===== config.mk =====
export PLATFORM = sky130hd
export DESIGN_NAME = cascadable_timer_pwm_unit
export DESIGN_NICKNAME = d
export VERILOG_FILES = /design/src/include/timer_pwm_pkg.sv /design/src/logic/tick_divider.sv /design/src/logic/toggle_pin.sv /design/src/logic/cascadable_timer_pwm_unit.sv
export SDC_FILE = /design/constraint.sdc
export NUM_CORES = 1
export LEC_CHECK = 0
export BUFFER_PORTS_ARGS = -buffer_cell sky130_fd_sc_hd__buf_2
export CAP_MARGIN = 20
export CELL_PAD_IN_SITES_DETAIL_PLACEMENT = 0
export CELL_PAD_IN_SITES_GLOBAL_PLACEMENT = 1
export CORE_MARGIN = 5
export CORE_UTILIZATION = 43
export DETAILED_ROUTE_END_ITERATION = 16
export PLACE_DENSITY = 0.78
export REMOVE_ABC_BUFFERS = 1
export SLEW_MARGIN = 20
export SYNTH_ARGS = -nofsm -noshare
export SYNTH_HDL_FRONTEND = slang
export SYNTH_SLANG_ARGS = --single-unit

===== constraint.sdc =====
create_clock -name clk_i -period 3.1 [get_ports clk_i]
set_clock_uncertainty 0.1 [all_clocks]
set_input_delay 0.31 -clock clk_i [delete_from_list [all_inputs] [get_ports clk_i]]
set_output_delay 0.31 -clock clk_i [all_outputs]
set_load 0.05 [all_outputs]

===== src/include/timer_pwm_pkg.sv =====
package timer_pwm_pkg;
	// Register indices; the byte address of a register is four times its index.
	localparam logic [7:0] IDX_CTRL = 8'h00;
	localparam logic [7:0] IDX_T0_COUNT = 8'h01;
	localparam logic [7:0] IDX_T1_COUNT = 8'h02;
	localparam logic [7:0] IDX_T2_COUNT = 8'h03;
	localparam logic [7:0] IDX_T3_COUNT = 8'h04;
	localparam logic [7:0] IDX_T0_LOW_RELOAD = 8'h05;
	localparam logic [7:0] IDX_T1_LOW_RELOAD = 8'h06;
	localparam logic [7:0] IDX_T0_HIGH_RELOAD = 8'h07;
	localparam logic [7:0] IDX_T1_HIGH_RELOAD = 8'h08;
	localparam logic [7:0] IDX_T2_RELOAD = 8'h09;
	localparam logic [7:0] IDX_T3_RELOAD = 8'h0A;
	localparam logic [7:0] IDX_PORT_B_DIR = 8'hD6;
	localparam logic [7:0] IDX_PORT_B_SFR = 8'hD7;
	// Control register fields.
	localparam int CTRL_EN0 = 0;
	localparam int CTRL_EN1 = 1;
	localparam int CTRL_EN23 = 2;
	localparam int CTRL_CASCADE = 3;
	localparam int CTRL_RELOAD0 = 4;
	localparam int CTRL_RELOAD1 = 5;
	localparam int CTRL_BITS = 6;
	localparam int PIN_ONE = 1;
	localparam logic [7:0] REG_RESET = 8'h00;
	localparam int TICK_DIV = 8;
endpackage


===== src/logic/tick_divider.sv =====
`timescale 1ns/1ps
module tick_divider #(
	parameter int DIV = 8
) (
	// Clock and reset.
	input wire logic clk_i,
	input wire logic rst_i,
	// One-cycle count enable.
	output logic tick_o
);
	localparam int CW = $clog2(DIV);
	localparam logic [CW-1:0] LAST = CW'(DIV - 1);
	logic [CW-1:0] phase;

	always_ff @(posedge clk_i) begin
		if (rst_i) begin
			phase <= '0;
		end else if (phase == LAST) begin
			phase <= '0;
		end else begin
			phase <= phase + 1'b1;
		end
	end

	always_ff @(posedge clk_i) begin
		if (rst_i) begin
			tick_o <= 1'b0;
		end else begin
			tick_o <= (phase == LAST);
		end
	end
endmodule


===== src/logic/toggle_pin.sv =====
`timescale 1ns/1ps
module toggle_pin (
	// Clock and reset.
	input wire logic clk_i,
	input wire logic rst_i,
	// Timeout event and pin routing.
	input wire logic toggle_i,
	input wire logic dir_out_i,
	input wire logic sfr_en_i,
	// Pin drive.
	output logic pin_o,
	output logic pin_oe_o
);
	always_ff @(posedge clk_i) begin
		if (rst_i) begin
			pin_o <= 1'b0;
		end else if (toggle_i) begin
			pin_o <= ~pin_o;
		end
	end

	// The pin is driven only when both port settings route the toggle to it.
	always_ff @(posedge clk_i) begin
		if (rst_i) begin
			pin_oe_o <= 1'b0;
		end else begin
			pin_oe_o <= dir_out_i & sfr_en_i;
		end
	end
endmodule


===== src/logic/cascadable_timer_pwm_unit.sv =====
`timescale 1ns/1ps
// Overview of operation
// - Cascaded pair interrupts once: pair two/three as timer two, PWM pair as timer one or zero.
// - Even timer holds low byte, odd high.
// - Timeout reloads count from reload register.
// - Cascaded timers always reload, keep running.
// - Repeated timeout before service goes unflagged.
// - Control write starts from current count.
// - Enabled timers decrement every eighth clock.
// - Independent timers: 8-bit, optional reload.
// - PWM reload words built from byte pairs.
// - PWM alternates low then high reload.
// - Low reload raises one, high raises zero.
// - Timers two and three only cascade.
// - Timer zero timeout toggles output pin.
// - Reset leaves all timers disabled.
module cascadable_timer_pwm_unit (
	// Clock and reset.
	input wire logic clk_i,
	input wire logic rst_i,
	// Wishbone slave.
	input wire logic cyc_i,
	input wire logic stb_i,
	input wire logic we_i,
	input wire logic [9:0] adr_i,
	input wire logic [3:0] sel_i,
	input wire logic [31:0] dat_i,
	output logic [31:0] dat_o,
	output logic ack_o,
	// Interrupt requests, one-cycle pulses, bit n for timer n.
	output logic [3:0] irq_req_o,
	// Port B pin one toggle output.
	output logic port_b_pin_one_o,
	output logic port_b_pin_one_oe_o
);
	import timer_pwm_pkg::*;

	logic [CTRL_BITS-1:0] ctrl;
	logic [7:0] t0_count, t1_count, t2_count, t3_count;
	logic [7:0] t0_low, t1_low, t0_high, t1_high, t2_reload, t3_reload;
	logic [7:0] port_b_dir, port_b_sfr;
	logic low_next;
	logic tick;
	logic [7:0] idx;
	logic wr;
	logic [7:0] wdat;
	logic cascade, run01, run0, run1, run23;
	logic [15:0] dec01, dec23, pwm_reload;
	logic [7:0] dec0, dec1;
	logic to01, to0, to1, to23, timer_zero_interrupt_request, irq1;
	logic [7:0] next_t0, next_t1;
	logic [31:0] next_rdata;

	tick_divider #(
		.DIV(TICK_DIV)
	) u_tick (
		.clk_i(clk_i),
		.rst_i(rst_i),
		.tick_o(tick)
	);

	// Bus decode; a write commits at the edge where the master sees ack.
	assign idx = adr_i[9:2];
	assign wr = cyc_i & stb_i & we_i & ack_o & sel_i[0];
	assign wdat = dat_i[7:0];

	always_ff @(posedge clk_i) begin
		if (rst_i) begin
			ack_o <= 1'b0;
		end else begin
			ack_o <= cyc_i & stb_i & ~ack_o;
		end
	end

	always_comb begin
		next_rdata = 32'h0000_0000;
		case (idx)
			IDX_CTRL: next_rdata[CTRL_BITS-1:0] = ctrl;
			IDX_T0_COUNT: next_rdata[7:0] = t0_count;
			IDX_T1_COUNT: next_rdata[7:0] = t1_count;
			IDX_T2_COUNT: next_rdata[7:0] = t2_count;
			IDX_T3_COUNT: next_rdata[7:0] = t3_count;
			IDX_T0_LOW_RELOAD: next_rdata[7:0] = t0_low;
			IDX_T1_LOW_RELOAD: next_rdata[7:0] = t1_low;
			IDX_T0_HIGH_RELOAD: next_rdata[7:0] = t0_high;
			IDX_T1_HIGH_RELOAD: next_rdata[7:0] = t1_high;
			IDX_T2_RELOAD: next_rdata[7:0] = t2_reload;
			IDX_T3_RELOAD: next_rdata[7:0] = t3_reload;
			IDX_PORT_B_DIR: next_rdata[7:0] = port_b_dir;
			IDX_PORT_B_SFR: next_rdata[7:0] = port_b_sfr;
			default: next_rdata = 32'h0000_0000;
		endcase
	end

	always_ff @(posedge clk_i) begin
		if (rst_i) begin
			dat_o <= 32'h0000_0000;
		end else if (cyc_i & stb_i & ~we_i & ~ack_o) begin
			dat_o <= next_rdata;
		end
	end

	// Control and configuration registers.
	always_ff @(posedge clk_i) begin
		if (rst_i) begin
			ctrl <= '0;
		end else if (wr && idx == IDX_CTRL) begin
			ctrl <= wdat[CTRL_BITS-1:0];
		end
	end

	always_ff @(posedge clk_i) begin
		if (rst_i) begin
			t0_low <= REG_RESET;
			t1_low <= REG_RESET;
			t0_high <= REG_RESET;
			t1_high <= REG_RESET;
			t2_reload <= REG_RESET;
			t3_reload <= REG_RESET;
			port_b_dir <= REG_RESET;
			port_b_sfr <= REG_RESET;
		end else if (wr) begin
			if (idx == IDX_T0_LOW_RELOAD) t0_low <= wdat;
			if (idx == IDX_T1_LOW_RELOAD) t1_low <= wdat;
			if (idx == IDX_T0_HIGH_RELOAD) t0_high <= wdat;
			if (idx == IDX_T1_HIGH_RELOAD) t1_high <= wdat;
			if (idx == IDX_T2_RELOAD) t2_reload <= wdat;
			if (idx == IDX_T3_RELOAD) t3_reload <= wdat;
			if (idx == IDX_PORT_B_DIR) port_b_dir <= wdat;
			if (idx == IDX_PORT_B_SFR) port_b_sfr <= wdat;
		end
	end

	// Counting; a timeout is the decrement that lands on zero.
	assign cascade = ctrl[CTRL_CASCADE];
	assign run01 = cascade & ctrl[CTRL_EN0] & tick;
	assign run0 = ~cascade & ctrl[CTRL_EN0] & tick;
	assign run1 = ~cascade & ctrl[CTRL_EN1] & tick;
	assign run23 = ctrl[CTRL_EN23] & tick;
	assign dec01 = {t1_count, t0_count} - 16'h0001;
	assign dec23 = {t3_count, t2_count} - 16'h0001;
	assign dec0 = t0_count - 8'h01;
	assign dec1 = t1_count - 8'h01;
	assign to01 = run01 & (dec01 == 16'h0000);
	assign to23 = run23 & (dec23 == 16'h0000);
	assign to0 = run0 & (dec0 == 8'h00);
	assign to1 = run1 & (dec1 == 8'h00);
	assign pwm_reload = low_next ? {t1_low, t0_low} : {t1_high, t0_high};
	// Low phase ends on timer zero's request, high phase on timer one's.
	assign timer_zero_interrupt_request = cascade ? (to01 & ~low_next) : to0;
	assign irq1 = cascade ? (to01 & low_next) : to1;

	always_comb begin
		next_t0 = t0_count;
		next_t1 = t1_count;
		if (run01) begin
			{next_t1, next_t0} = to01 ? pwm_reload : dec01;
		end else begin
			if (run0) begin
				next_t0 = (to0 & ctrl[CTRL_RELOAD0]) ? t0_low : dec0;
			end
			if (run1) begin
				next_t1 = (to1 & ctrl[CTRL_RELOAD1]) ? t1_low : dec1;
			end
		end
	end

	// Count writes override counting; control writes never load counts.
	always_ff @(posedge clk_i) begin
		if (rst_i) begin
			t0_count <= REG_RESET;
			t1_count <= REG_RESET;
		end else begin
			t0_count <= (wr && idx == IDX_T0_COUNT) ? wdat : next_t0;
			t1_count <= (wr && idx == IDX_T1_COUNT) ? wdat : next_t1;
		end
	end

	always_ff @(posedge clk_i) begin
		if (rst_i) begin
			t2_count <= REG_RESET;
			t3_count <= REG_RESET;
		end else begin
			if (wr && idx == IDX_T2_COUNT) begin
				t2_count <= wdat;
			end else if (run23) begin
				t2_count <= to23 ? t2_reload : dec23[7:0];
			end
			if (wr && idx == IDX_T3_COUNT) begin
				t3_count <= wdat;
			end else if (run23) begin
				t3_count <= to23 ? t3_reload : dec23[15:8];
			end
		end
	end

	// The PWM starts with the low reload; a control write restarts that order.
	always_ff @(posedge clk_i) begin
		if (rst_i) begin
			low_next <= 1'b1;
		end else if (wr && idx == IDX_CTRL) begin
			low_next <= 1'b1;
		end else if (to01) begin
			low_next <= ~low_next;
		end
	end

	// Requests are plain pulses; a second timeout before service is not tracked.
	always_ff @(posedge clk_i) begin
		if (rst_i) begin
			irq_req_o <= 4'h0;
		end else begin
			irq_req_o <= {1'b0, to23, irq1, timer_zero_interrupt_request};
		end
	end

	toggle_pin u_toggle (
		.clk_i(clk_i),
		.rst_i(rst_i),
		.toggle_i(timer_zero_interrupt_request),
		.dir_out_i(port_b_dir[PIN_ONE]),
		.sfr_en_i(port_b_sfr[PIN_ONE]),
		.pin_o(port_b_pin_one_o),
		.pin_oe_o(port_b_pin_one_oe_o)
	);
endmodule


**Word-level counts from Yosys, hierarchy flattened**

Index checks and enable logic that the tools add are counted.

- Add/sub/neg operators: 5
- Eq/ne operators: 13
- Mux-type cells: 20
- Bitwise gates (word level): 28
- Reduce and logical (&&, ||, !) cells: 24

Operator list:

| operator | number |
|---|---|
| $mux 8 | 14 |
| $pmux 6 s13 | 1 |
| $eq 8x3->1 const B | 4 |
| $logic_not 16->1 | 2 |
| $mux 16 | 2 |
| $sub 16x1->16 const B | 2 |
| $eq 8x4->1 const B | 3 |
| $logic_not 8->1 | 3 |
| $pmux 2 s12 | 1 |
| $and 1x1->1 | 23 |
| $eq 8x2->1 const B | 2 |
| $eq 8x8->1 const B | 2 |
| $reduce_and 2->1 | 8 |
| $sub 8x1->8 const B | 2 |
| $eq 8x1->1 const B | 1 |
| $reduce_bool 3->1 | 2 |
| $logic_and 1x1->1 | 5 |
| $not 1->1 | 5 |
| $reduce_bool 2->1 | 2 |
| $reduce_or 2->1 | 2 |
| $add 3x1->3 const B | 1 |
| $eq 3x3->1 const B | 1 |
| $mux 1 | 2 |

- Bits in registers: 122
- Logic and storage cells: 112

**Longest topological paths before layout**

Gate-level depths: netlist of run 1.

- Depth after elaboration: 9
- Gate-level depth with buffers: 11

**By module**

From an unflattened synthesis of run 1, not the netlist that was laid out.

- Cells, all modules: 921
- Area, all modules: 7,312.0 sq um

By module, submodules not included:

| module | instances | cells an instance | area each (sq um) | sequential area each (sq um) |
|---|---|---|---|---|
| cascadable_timer_pwm_unit | 1 | 905 | 7,120.6 | 2,302.2 |
| tick_divider | 1 | 10 | 131.4 | 80.1 |
| toggle_pin | 1 | 6 | 60.1 | 40.0 |

**Worst setup path after synthesis of run 1**

No wires, ideal clock.

- Path type: reg-to-reg
- From: register t1_count[0]
- To: register t0_count[4]
- Arrival: 2.375 ns
- Slack: 0.530 ns
- Stages on the path, launching flop included: 11
- Path buffers: 3
- Path through: dfxtp_1 -> buf_2 -> or3_1 -> buf_2 -> nor4_2 -> mux2i_1 -> nand3_2 -> nor3_4 -> buf_6 -> a21oi_1 -> a221oi_1

- Word-level cells in the longest chain between the ends: 6

RTL lines:

| item | RTL line | RTL |
|---|---|---|
| from (decl) | cascadable_timer_pwm_unit.sv:39 | `logic [7:0] t0_count, t1_count, t2_count, t3_count;` |
| from (signal assigned) | cascadable_timer_pwm_unit.sv:175 | `t1_count <= (wr && idx == IDX_T1_COUNT) ? wdat : next_t1;` |
| $sub 16x1->16 | cascadable_timer_pwm_unit.sv:140 | `assign dec01 = {t1_count, t0_count} - 16'h0001;` |
| $logic_not 16->1 | cascadable_timer_pwm_unit.sv:144 | `assign to01 = run01 & (dec01 == 16'h0000);` |
| $and 1x1->1 | cascadable_timer_pwm_unit.sv:144 |  |
| $mux 16 | cascadable_timer_pwm_unit.sv:157 | `{next_t1, next_t0} = to01 ? pwm_reload : dec01;` |
| $mux 8 | cascadable_timer_pwm_unit.sv:156 | `if (run01) begin` |
| $mux 8 | cascadable_timer_pwm_unit.sv:174 | `t0_count <= (wr && idx == IDX_T0_COUNT) ? wdat : next_t0;` |
| to (signal assigned) | cascadable_timer_pwm_unit.sv:174 |  |
| to (decl) | cascadable_timer_pwm_unit.sv:39 |  |

Every way passes these cells.
A chain may end at the register's enable or synchronous reset.

**Final worst setup path of run 1**

- From: register t0_count[2]
- To: register t0_count[7]

- Word-level cells in the longest chain between the ends: 8
- Elaborated cells between the ends (all ways): 12
- Classes of those cells: 2 x add/sub; 5 x mux; 3 x bitwise; 2 x reduce/logical

RTL lines:

| item | RTL line | RTL |
|---|---|---|
| $sub 8x1->8 | cascadable_timer_pwm_unit.sv:142 | `assign dec0 = t0_count - 8'h01;` |
| $logic_not 8->1 | cascadable_timer_pwm_unit.sv:146 | `assign to0 = run0 & (dec0 == 8'h00);` |
| $and 1x1->1 | cascadable_timer_pwm_unit.sv:146 |  |
| $and 1x1->1 | cascadable_timer_pwm_unit.sv:160 | `next_t0 = (to0 & ctrl[CTRL_RELOAD0]) ? t0_low : dec0;` |
| $mux 8 | cascadable_timer_pwm_unit.sv:160 |  |
| $mux 8 | cascadable_timer_pwm_unit.sv:159 | `if (run0) begin` |
| $mux 8 (*) | cascadable_timer_pwm_unit.sv:156 |  |
| $mux 8 (*) | cascadable_timer_pwm_unit.sv:174 |  |

Every way passes the cells marked *; elsewhere a longest branch is shown, timed or not. The select of a mux whose other input is x is not followed.

==> run metrics, run 1 <==
status finished, final reports clean; Overflow after GRT 0; pwr dens 458 nW/um^2; clock period minus worst slack 2850 ps; clk sinks about 120; kind of path behind the tightest hold check input pin to flip-flop; num ports 90; P&R area growth vs syn 14.1%; buffers added on ports 35; delay of the slowest critical-path stage 410 ps; cells resized by post-CTS repair 0; async set or reset register ratio after synthesis 0%; H-tree depth 4; placeable core region 16600 sq um; cell area after layout approximately 8300 sq um; headroom to the max-slew limit 56.1%; clock latency on the worst-skew pair 420 ps; Static Leakage 0.00312 uW; via count 7008; endpoint class of the critical path flip-flop; setup repair after global routing missed its margin false; Bufs and invs on worst path 1; top cells by area in the synthesized netlist sky130_fd_sc_hd__dfxtp_1, sky130_fd_sc_hd__nand2_1, sky130_fd_sc_hd__mux2i_1, sky130_fd_sc_hd__nor2_1, sky130_fd_sc_hd__a21oi_1; Final Cycle Share a little over 90%; Die Span X 140 um; Die Y-Extent 140 um; CP required 3280 ps; post-synthesis average cell area 8.06 sq um; Place WS between 200 and 250 ps; Vias per Instance around 6; Tot GR Track Use between 20% and 30%; synthesized instance count 907; initial core utilization a little over two fifths; fraction of final layout cells with drive strength greater than 1 16.7%; number of buffers inserted during clock tree synthesis 17; utilization after layout 50.1%; floorplan row count 47; drt pass-1 iters 6; Final Hold Viols 0; clock transition at the register clock pins on the worst setup and hold paths after CTS 50 ps; die footprint 19700 sq um; cell area after technology mapping between 7000 and 8000 sq um; category of the critical setup timing path flip-flop to flip-flop; clock root buffer master sky130_fd_sc_hd__clkbuf_16; post-detailed-placement cell area 7710 sq um; cell type contributing the most total cell area after synthesis sky130_fd_sc_hd__dfxtp_1; number of distinct library cells after synthesis between 70 and 80; share of Yosys cell area claimed by the top area cell type 33.1%; TritonCTS clock tree yes; arrival time reported for the critical path endpoint 3030 ps; antenna violations before repair 0; register area share after synthesis about 33%; commonest cells after routing, fill and taps aside sky130_fd_sc_hd__nand2_1, sky130_fd_sc_hd__dfxtp_1, sky130_fd_sc_hd__nor2_1; largest buffer count on any clock path 2; flip-flop and latch count after synthesis around 120; maximum number of pins on one net before global-route repair 48; most common library cell in the layout ignoring fill and taps sky130_fd_sc_hd__nand2_1; number of design-rule violations left by the first detailed-router iteration 894; Final Net Count 1000; Inserted Diodes 0; Routability Congestion 0.919; # setup viols final 0; total wire length 24.8 mm; Max Clock Freq 350 MHz; Top Family by Delay on Critical Path simple AND/OR/NAND/NOR gates; drc violations 0; setup ws final 245 ps; detailed placer's ending HPWL 17.5 mm; series of cell instances along the critical path or3_4, nor4_2, mux2i_1, nand3_2, buf_4, nor3_4, a21oi_1, a221oi_1; critical path fanouts, max 8; via count of the first global-routing pass 6412; most used flip-flop cell after synthesis sky130_fd_sc_hd__dfxtp_1; final number of max-transition violations 0; Worst setup SP type flip-flop; YS warnings 0; Max stage delay cell, worst path sky130_fd_sc_hd__or3_4; per-cell routed wire length between 20 and 25 um; Post-synth EDFFs 0; wire length of the first global-routing pass 38.3 mm; post-route setup TNS 0 ps; Least-Margin Pin Slew 653 ps; ANT nets after route 0; worst vdd ir 0.386 mV; number of max-capacitance violations reported 0
where the power goes:
part / switching, uW / leakage, uW / total (uW) / internal (uW)
logic: 172 / 0.00185 / 202 / 29.8
clock network: 714 / 0.000292 / 2060 / 1340
registers: 2.96 / 0.000975 / 1560 / 1560
total: 889 / 0.00312 / 3820 / 2930
through the flow:
step | hold slack (ps) | cells | power [uW]
after floorplan | 279 | 838 | 1700
after detailed placement | 322 | 1139 | 1800
final | 105 | 1173 | 3820
after global routing | 128 | 1173 | 3930
after global placement | 324 | 1139 | 1800
after CTS | 101 | 1170 | 3840
cells in the mapped netlist (3+ instances only):
cell type and instances:
sky130_fd_sc_hd__nand2_1 131, sky130_fd_sc_hd__dfxtp_1 121, sky130_fd_sc_hd__nor2_1 105, sky130_fd_sc_hd__a21oi_1 66, sky130_fd_sc_hd__mux2i_1 45, sky130_fd_sc_hd__clkbuf_1 41
sky130_fd_sc_hd__a22oi_1 30, sky130_fd_sc_hd__buf_4 28, sky130_fd_sc_hd__nor3_1 26, sky130_fd_sc_hd__o21ai_0 25, sky130_fd_sc_hd__nand3_1 24, sky130_fd_sc_hd__buf_2 19
sky130_fd_sc_hd__a211oi_1 17, sky130_fd_sc_hd__nand4_1 13, sky130_fd_sc_hd__nor4_1 13, sky130_fd_sc_hd__xnor2_1 13, sky130_fd_sc_hd__and2_1 12, sky130_fd_sc_hd__inv_1 12
sky130_fd_sc_hd__a222oi_1 9, sky130_fd_sc_hd__and3_1 9, sky130_fd_sc_hd__or3_1 9, sky130_fd_sc_hd__ha_1 8, sky130_fd_sc_hd__a221oi_1 7, sky130_fd_sc_hd__a221o_1 6
sky130_fd_sc_hd__a31oi_1 6, sky130_fd_sc_hd__nor4_4 6, sky130_fd_sc_hd__xor2_1 6, sky130_fd_sc_hd__a22o_1 5, sky130_fd_sc_hd__nor3b_1 5, sky130_fd_sc_hd__o211ai_1 5
sky130_fd_sc_hd__nand2b_1 4, sky130_fd_sc_hd__nor4_2 4, sky130_fd_sc_hd__nor4b_4 4, sky130_fd_sc_hd__o31ai_1 4, sky130_fd_sc_hd__or2_2 4, sky130_fd_sc_hd__buf_6 3
sky130_fd_sc_hd__mux2_2 3, sky130_fd_sc_hd__nor2b_1 3, sky130_fd_sc_hd__nor3_2 3, sky130_fd_sc_hd__nor3_4 3
layer usage:
layer	GRT usage [%]	routed length, um	up-vias
li1	-	-	3300
met1	35.8	11100	3345
met2	37.3	10900	318
met3	5.11	2040	45
met4	8.26	654	0
met5	0	0	-
worst paths after layout:
kind | from | endpoint | slack [ps] | cells after the start
setup / recovery | t0_count[2]$_SDFFE_PP0P_ | t0_count[7]$_SDFFE_PP0P_ | 250 | 8
hold / removal | stb_i | ack_o$_SDFF_PP0_ | 100 | 3
setup reg to reg | t0_count[2]$_SDFFE_PP0P_ | t0_count[7]$_SDFFE_PP0P_ | 250 | 8
hold reg to reg | u_tick.phase[0]$_SDFF_PP0_ | u_tick.phase[0]$_SDFF_PP0_ | 330 | 1
timing repair:
action,CTS,global route
endpoints found under the setup margin,0,1
hold buffers,0,0
setup buffers,0,3
registers in the layout, summed over array words and instances, names as in the netlist, 3 cells and up:
register	count
t3_count	8
u_tick.phase	3
irq_req_o	3
t0_low	8
t1_high	8
t1_count	8
t0_high	8
t2_count	8
port_b_dir	8
t0_count	8
port_b_sfr	8
t2_reload	8
dat_o	8
t3_reload	8
t1_low	8
ctrl	6
final cells by class:
cell class	count	area [sq um]
multi-input combinational	704	4430
sequential	121	2420
tap	220	275
fill	1625	8300
inverter	13	48.8
clock inverter	7	115
timing repair buffer	84	558
clock buffer	24	492
cells by family after synthesis:
kind of cell,after synthesis,synth area share [%]
other,1,0.0513
adders and majority gates,8,1.37
DFF,121,33.1
AOI/OAI and AO/OA,204,19.4
buffers and inverters,106,7.51
xor gates and xnor gates,20,2.50
muxes,48,6.62
and+or+nand+nor,399,29.4
worst min-delay path: stages:
cell and delay, ps:
sky130_fd_sc_hd__buf_2 90, sky130_fd_sc_hd__nand2_1 110, sky130_fd_sc_hd__nor3_1 60
Note: power is estimated with default switching activity, not from simulation.
==> run 2, diff against run 1 <==
==> constraint.sdc (replaced) <==
create_clock -name clk_i -period 2.8 [get_ports clk_i]
set_clock_uncertainty 0.1 [all_clocks]
set_input_delay 0.28 -clock clk_i [delete_from_list [all_inputs] [get_ports clk_i]]
set_output_delay 0.28 -clock clk_i [all_outputs]
set_load 0.05 [all_outputs]
==> run metrics, run 2 (synthesized netlist as in run 1, its figures left out) <==
status finished, final reports clean; Vias per Instance about 6; placeable core region 16600 sq um; category of the critical setup timing path flip-flop to flip-flop; switching fraction of total power between 20 and 25%; clock latency on the worst-skew pair 420 ps; clock transition at the register clock pins on the worst setup and hold paths after CTS about 60 ps; number of cells after detailed placement 1154; Final Cycle Share between 90% and 100%; endpoint class of the critical path flip-flop; clock root buffer master sky130_fd_sc_hd__clkbuf_16; Bufs and invs on worst path 0; delay of the slowest critical-path stage 420 ps; worst vdd ir 0.411 mV; Overflow after GRT 0; final number of max-transition violations 0; most common library cell in the layout ignoring fill and taps sky130_fd_sc_hd__nand2_1; number of max-capacitance violations reported 0; smallest hold slack 70.0 ps; Sw Pwr 1030 uW; combinational power share 5.4%; largest buffer count on any clock path 2; # setup viols final 0; pwr dens 492 nW/um^2; utilization after layout roughly half; Top Family by Delay on Critical Path simple AND/OR/NAND/NOR gates; initial core utilization 43.9%; post-route setup TNS 0 ps; Inserted Diodes 0; Worst setup SP type flip-flop; internal power 3140 uW; critical path fanouts, max 7; fill cell total of the finished layout 1644; number of design-rule violations left by the first detailed-router iteration 846; Routability Congestion 0.952; Tot GR Track Use 25.0%; die footprint 19700 sq um; series of cell instances along the critical path or3_4, nor4_4, mux2i_2, nand3_4, o31ai_4, nand2_1, a221oi_1; maximum number of pins on one net before global-route repair 55; buffers added on ports 35; Die Span X 140 um; drc violations 0; detailed placer's ending HPWL 17.7 mm; Max stage delay cell, worst path sky130_fd_sc_hd__or3_4; power share of the sequential group between 40% and 50%; Static Leakage 0.00318 uW; Die Y-Extent 140 um; TritonCTS clock tree yes; floorplan row count 47; arrival time reported for the critical path endpoint 2840 ps; headroom to the max-slew limit between 60% and 70%; CP required a little over 3000 ps; antenna violations before repair 0; via count 7134; clock share of power 53.0%; H-tree depth 4; clock period minus worst slack 2630 ps; number of buffers inserted during clock tree synthesis 17; Final Net Count approximately 1.0k; number of hold buffers added after CTS 0; via count of the first global-routing pass approximately 6.4k; ANT nets after route 0; wire length of the first global-routing pass around 39 mm; drt pass-1 iters 6; Least-Margin Pin Slew just under 600 ps; num ports 90; P&R area growth vs syn 15.7%; per-cell routed wire length ~21 um; kind of path behind the tightest hold check input pin to flip-flop; commonest cells after routing, fill and taps aside sky130_fd_sc_hd__nand2_1, sky130_fd_sc_hd__dfxtp_1, sky130_fd_sc_hd__nor2_1; total wire length between 20 and 30 mm; depth of the most critical reg-to-reg path 7; Max Clock Freq 381 MHz; clk sinks 121; count of non-filler cells in the finished layout ~1.2k; number of cells on the critical path 7; fraction of final layout cells with drive strength greater than 1 between 10% and 20%; Final Hold Viols 0; hold path depth 3
-- run 2: layer usage --
metal | part of all wire, % | track usage, % | vias to the layer above
li1 | - | - | 3323
met1 | 45 | 35.8 | 3429
met2 | 44 | 37.6 | 334
met3 | 7.9 | 5.49 | 48
met4 | 2.5 | 7.75 | 0
met5 | 0 | 0 | -
-- run 2: timing repair --
action                     in CTS  in global routing
setup endpoints to repair       0                 10
setup buffers                   0                  1
gates resized for setup         0                  6
-- run 2: tightest hold or removal path, cell delays in order --
cell and delay, ps:
sky130_fd_sc_hd__buf_2 90, sky130_fd_sc_hd__nand2_1 110, sky130_fd_sc_hd__nor3_1 50
-- run 2: path summary, 6_finish.rpt --
| kind | startpoint | to | slack [ps] |
|---|---|---|---|
| worst max register to register | t0_count[2]$_SDFFE_PP0P_ | t0_count[7]$_SDFFE_PP0P_ | 170 |
| worst min-delay path | stb_i | ack_o$_SDFF_PP0_ | 70 |
| worst max-delay path | t0_count[2]$_SDFFE_PP0P_ | t0_count[7]$_SDFFE_PP0P_ | 170 |
| worst min register to register | u_tick.phase[0]$_SDFF_PP0_ | u_tick.phase[0]$_SDFF_PP0_ | 340 |
-- run 2: cell type report --
| type | count | area (sq um) | area share (%) |
|---|---|---|---|
| Sequential cell | 121 | 2420 | 28.6 |
| Tap cell | 220 | 275 | 3.25 |
| Inverter | 13 | 48.8 | 0.577 |
| Timing Repair Buffer | 97 | 656 | 7.75 |
| Clock buffer | 21 | 470 | 5.56 |
| Clock inverter | 11 | 121 | 1.44 |
| Multi-Input combinational cell | 704 | 4460 | 52.8 |
-- run 2: through the flow --
stage                     instance area, sq um  worst slack [ps]  total power, uW
after detailed placement                  7830               121             1990
after global routing                      8460             -16.1             4280
after floorplan                           6900              -382             1880
final                                     8460               175             4160
after CTS                                 8420               101             4180
after global placement                    7830               189             1990
-- run 2: power by group through the flow --
stage          clock network (uW)  registers (uW)  logic [uW]
5_1_grt                      2320            1730         233
3_5_place_dp                    0            1770         219
3_3_place_gp                    0            1770         219
4_1_cts                      2220            1730         220
6_report                     2210            1730         223
2_1_floorplan                   0            1770         105
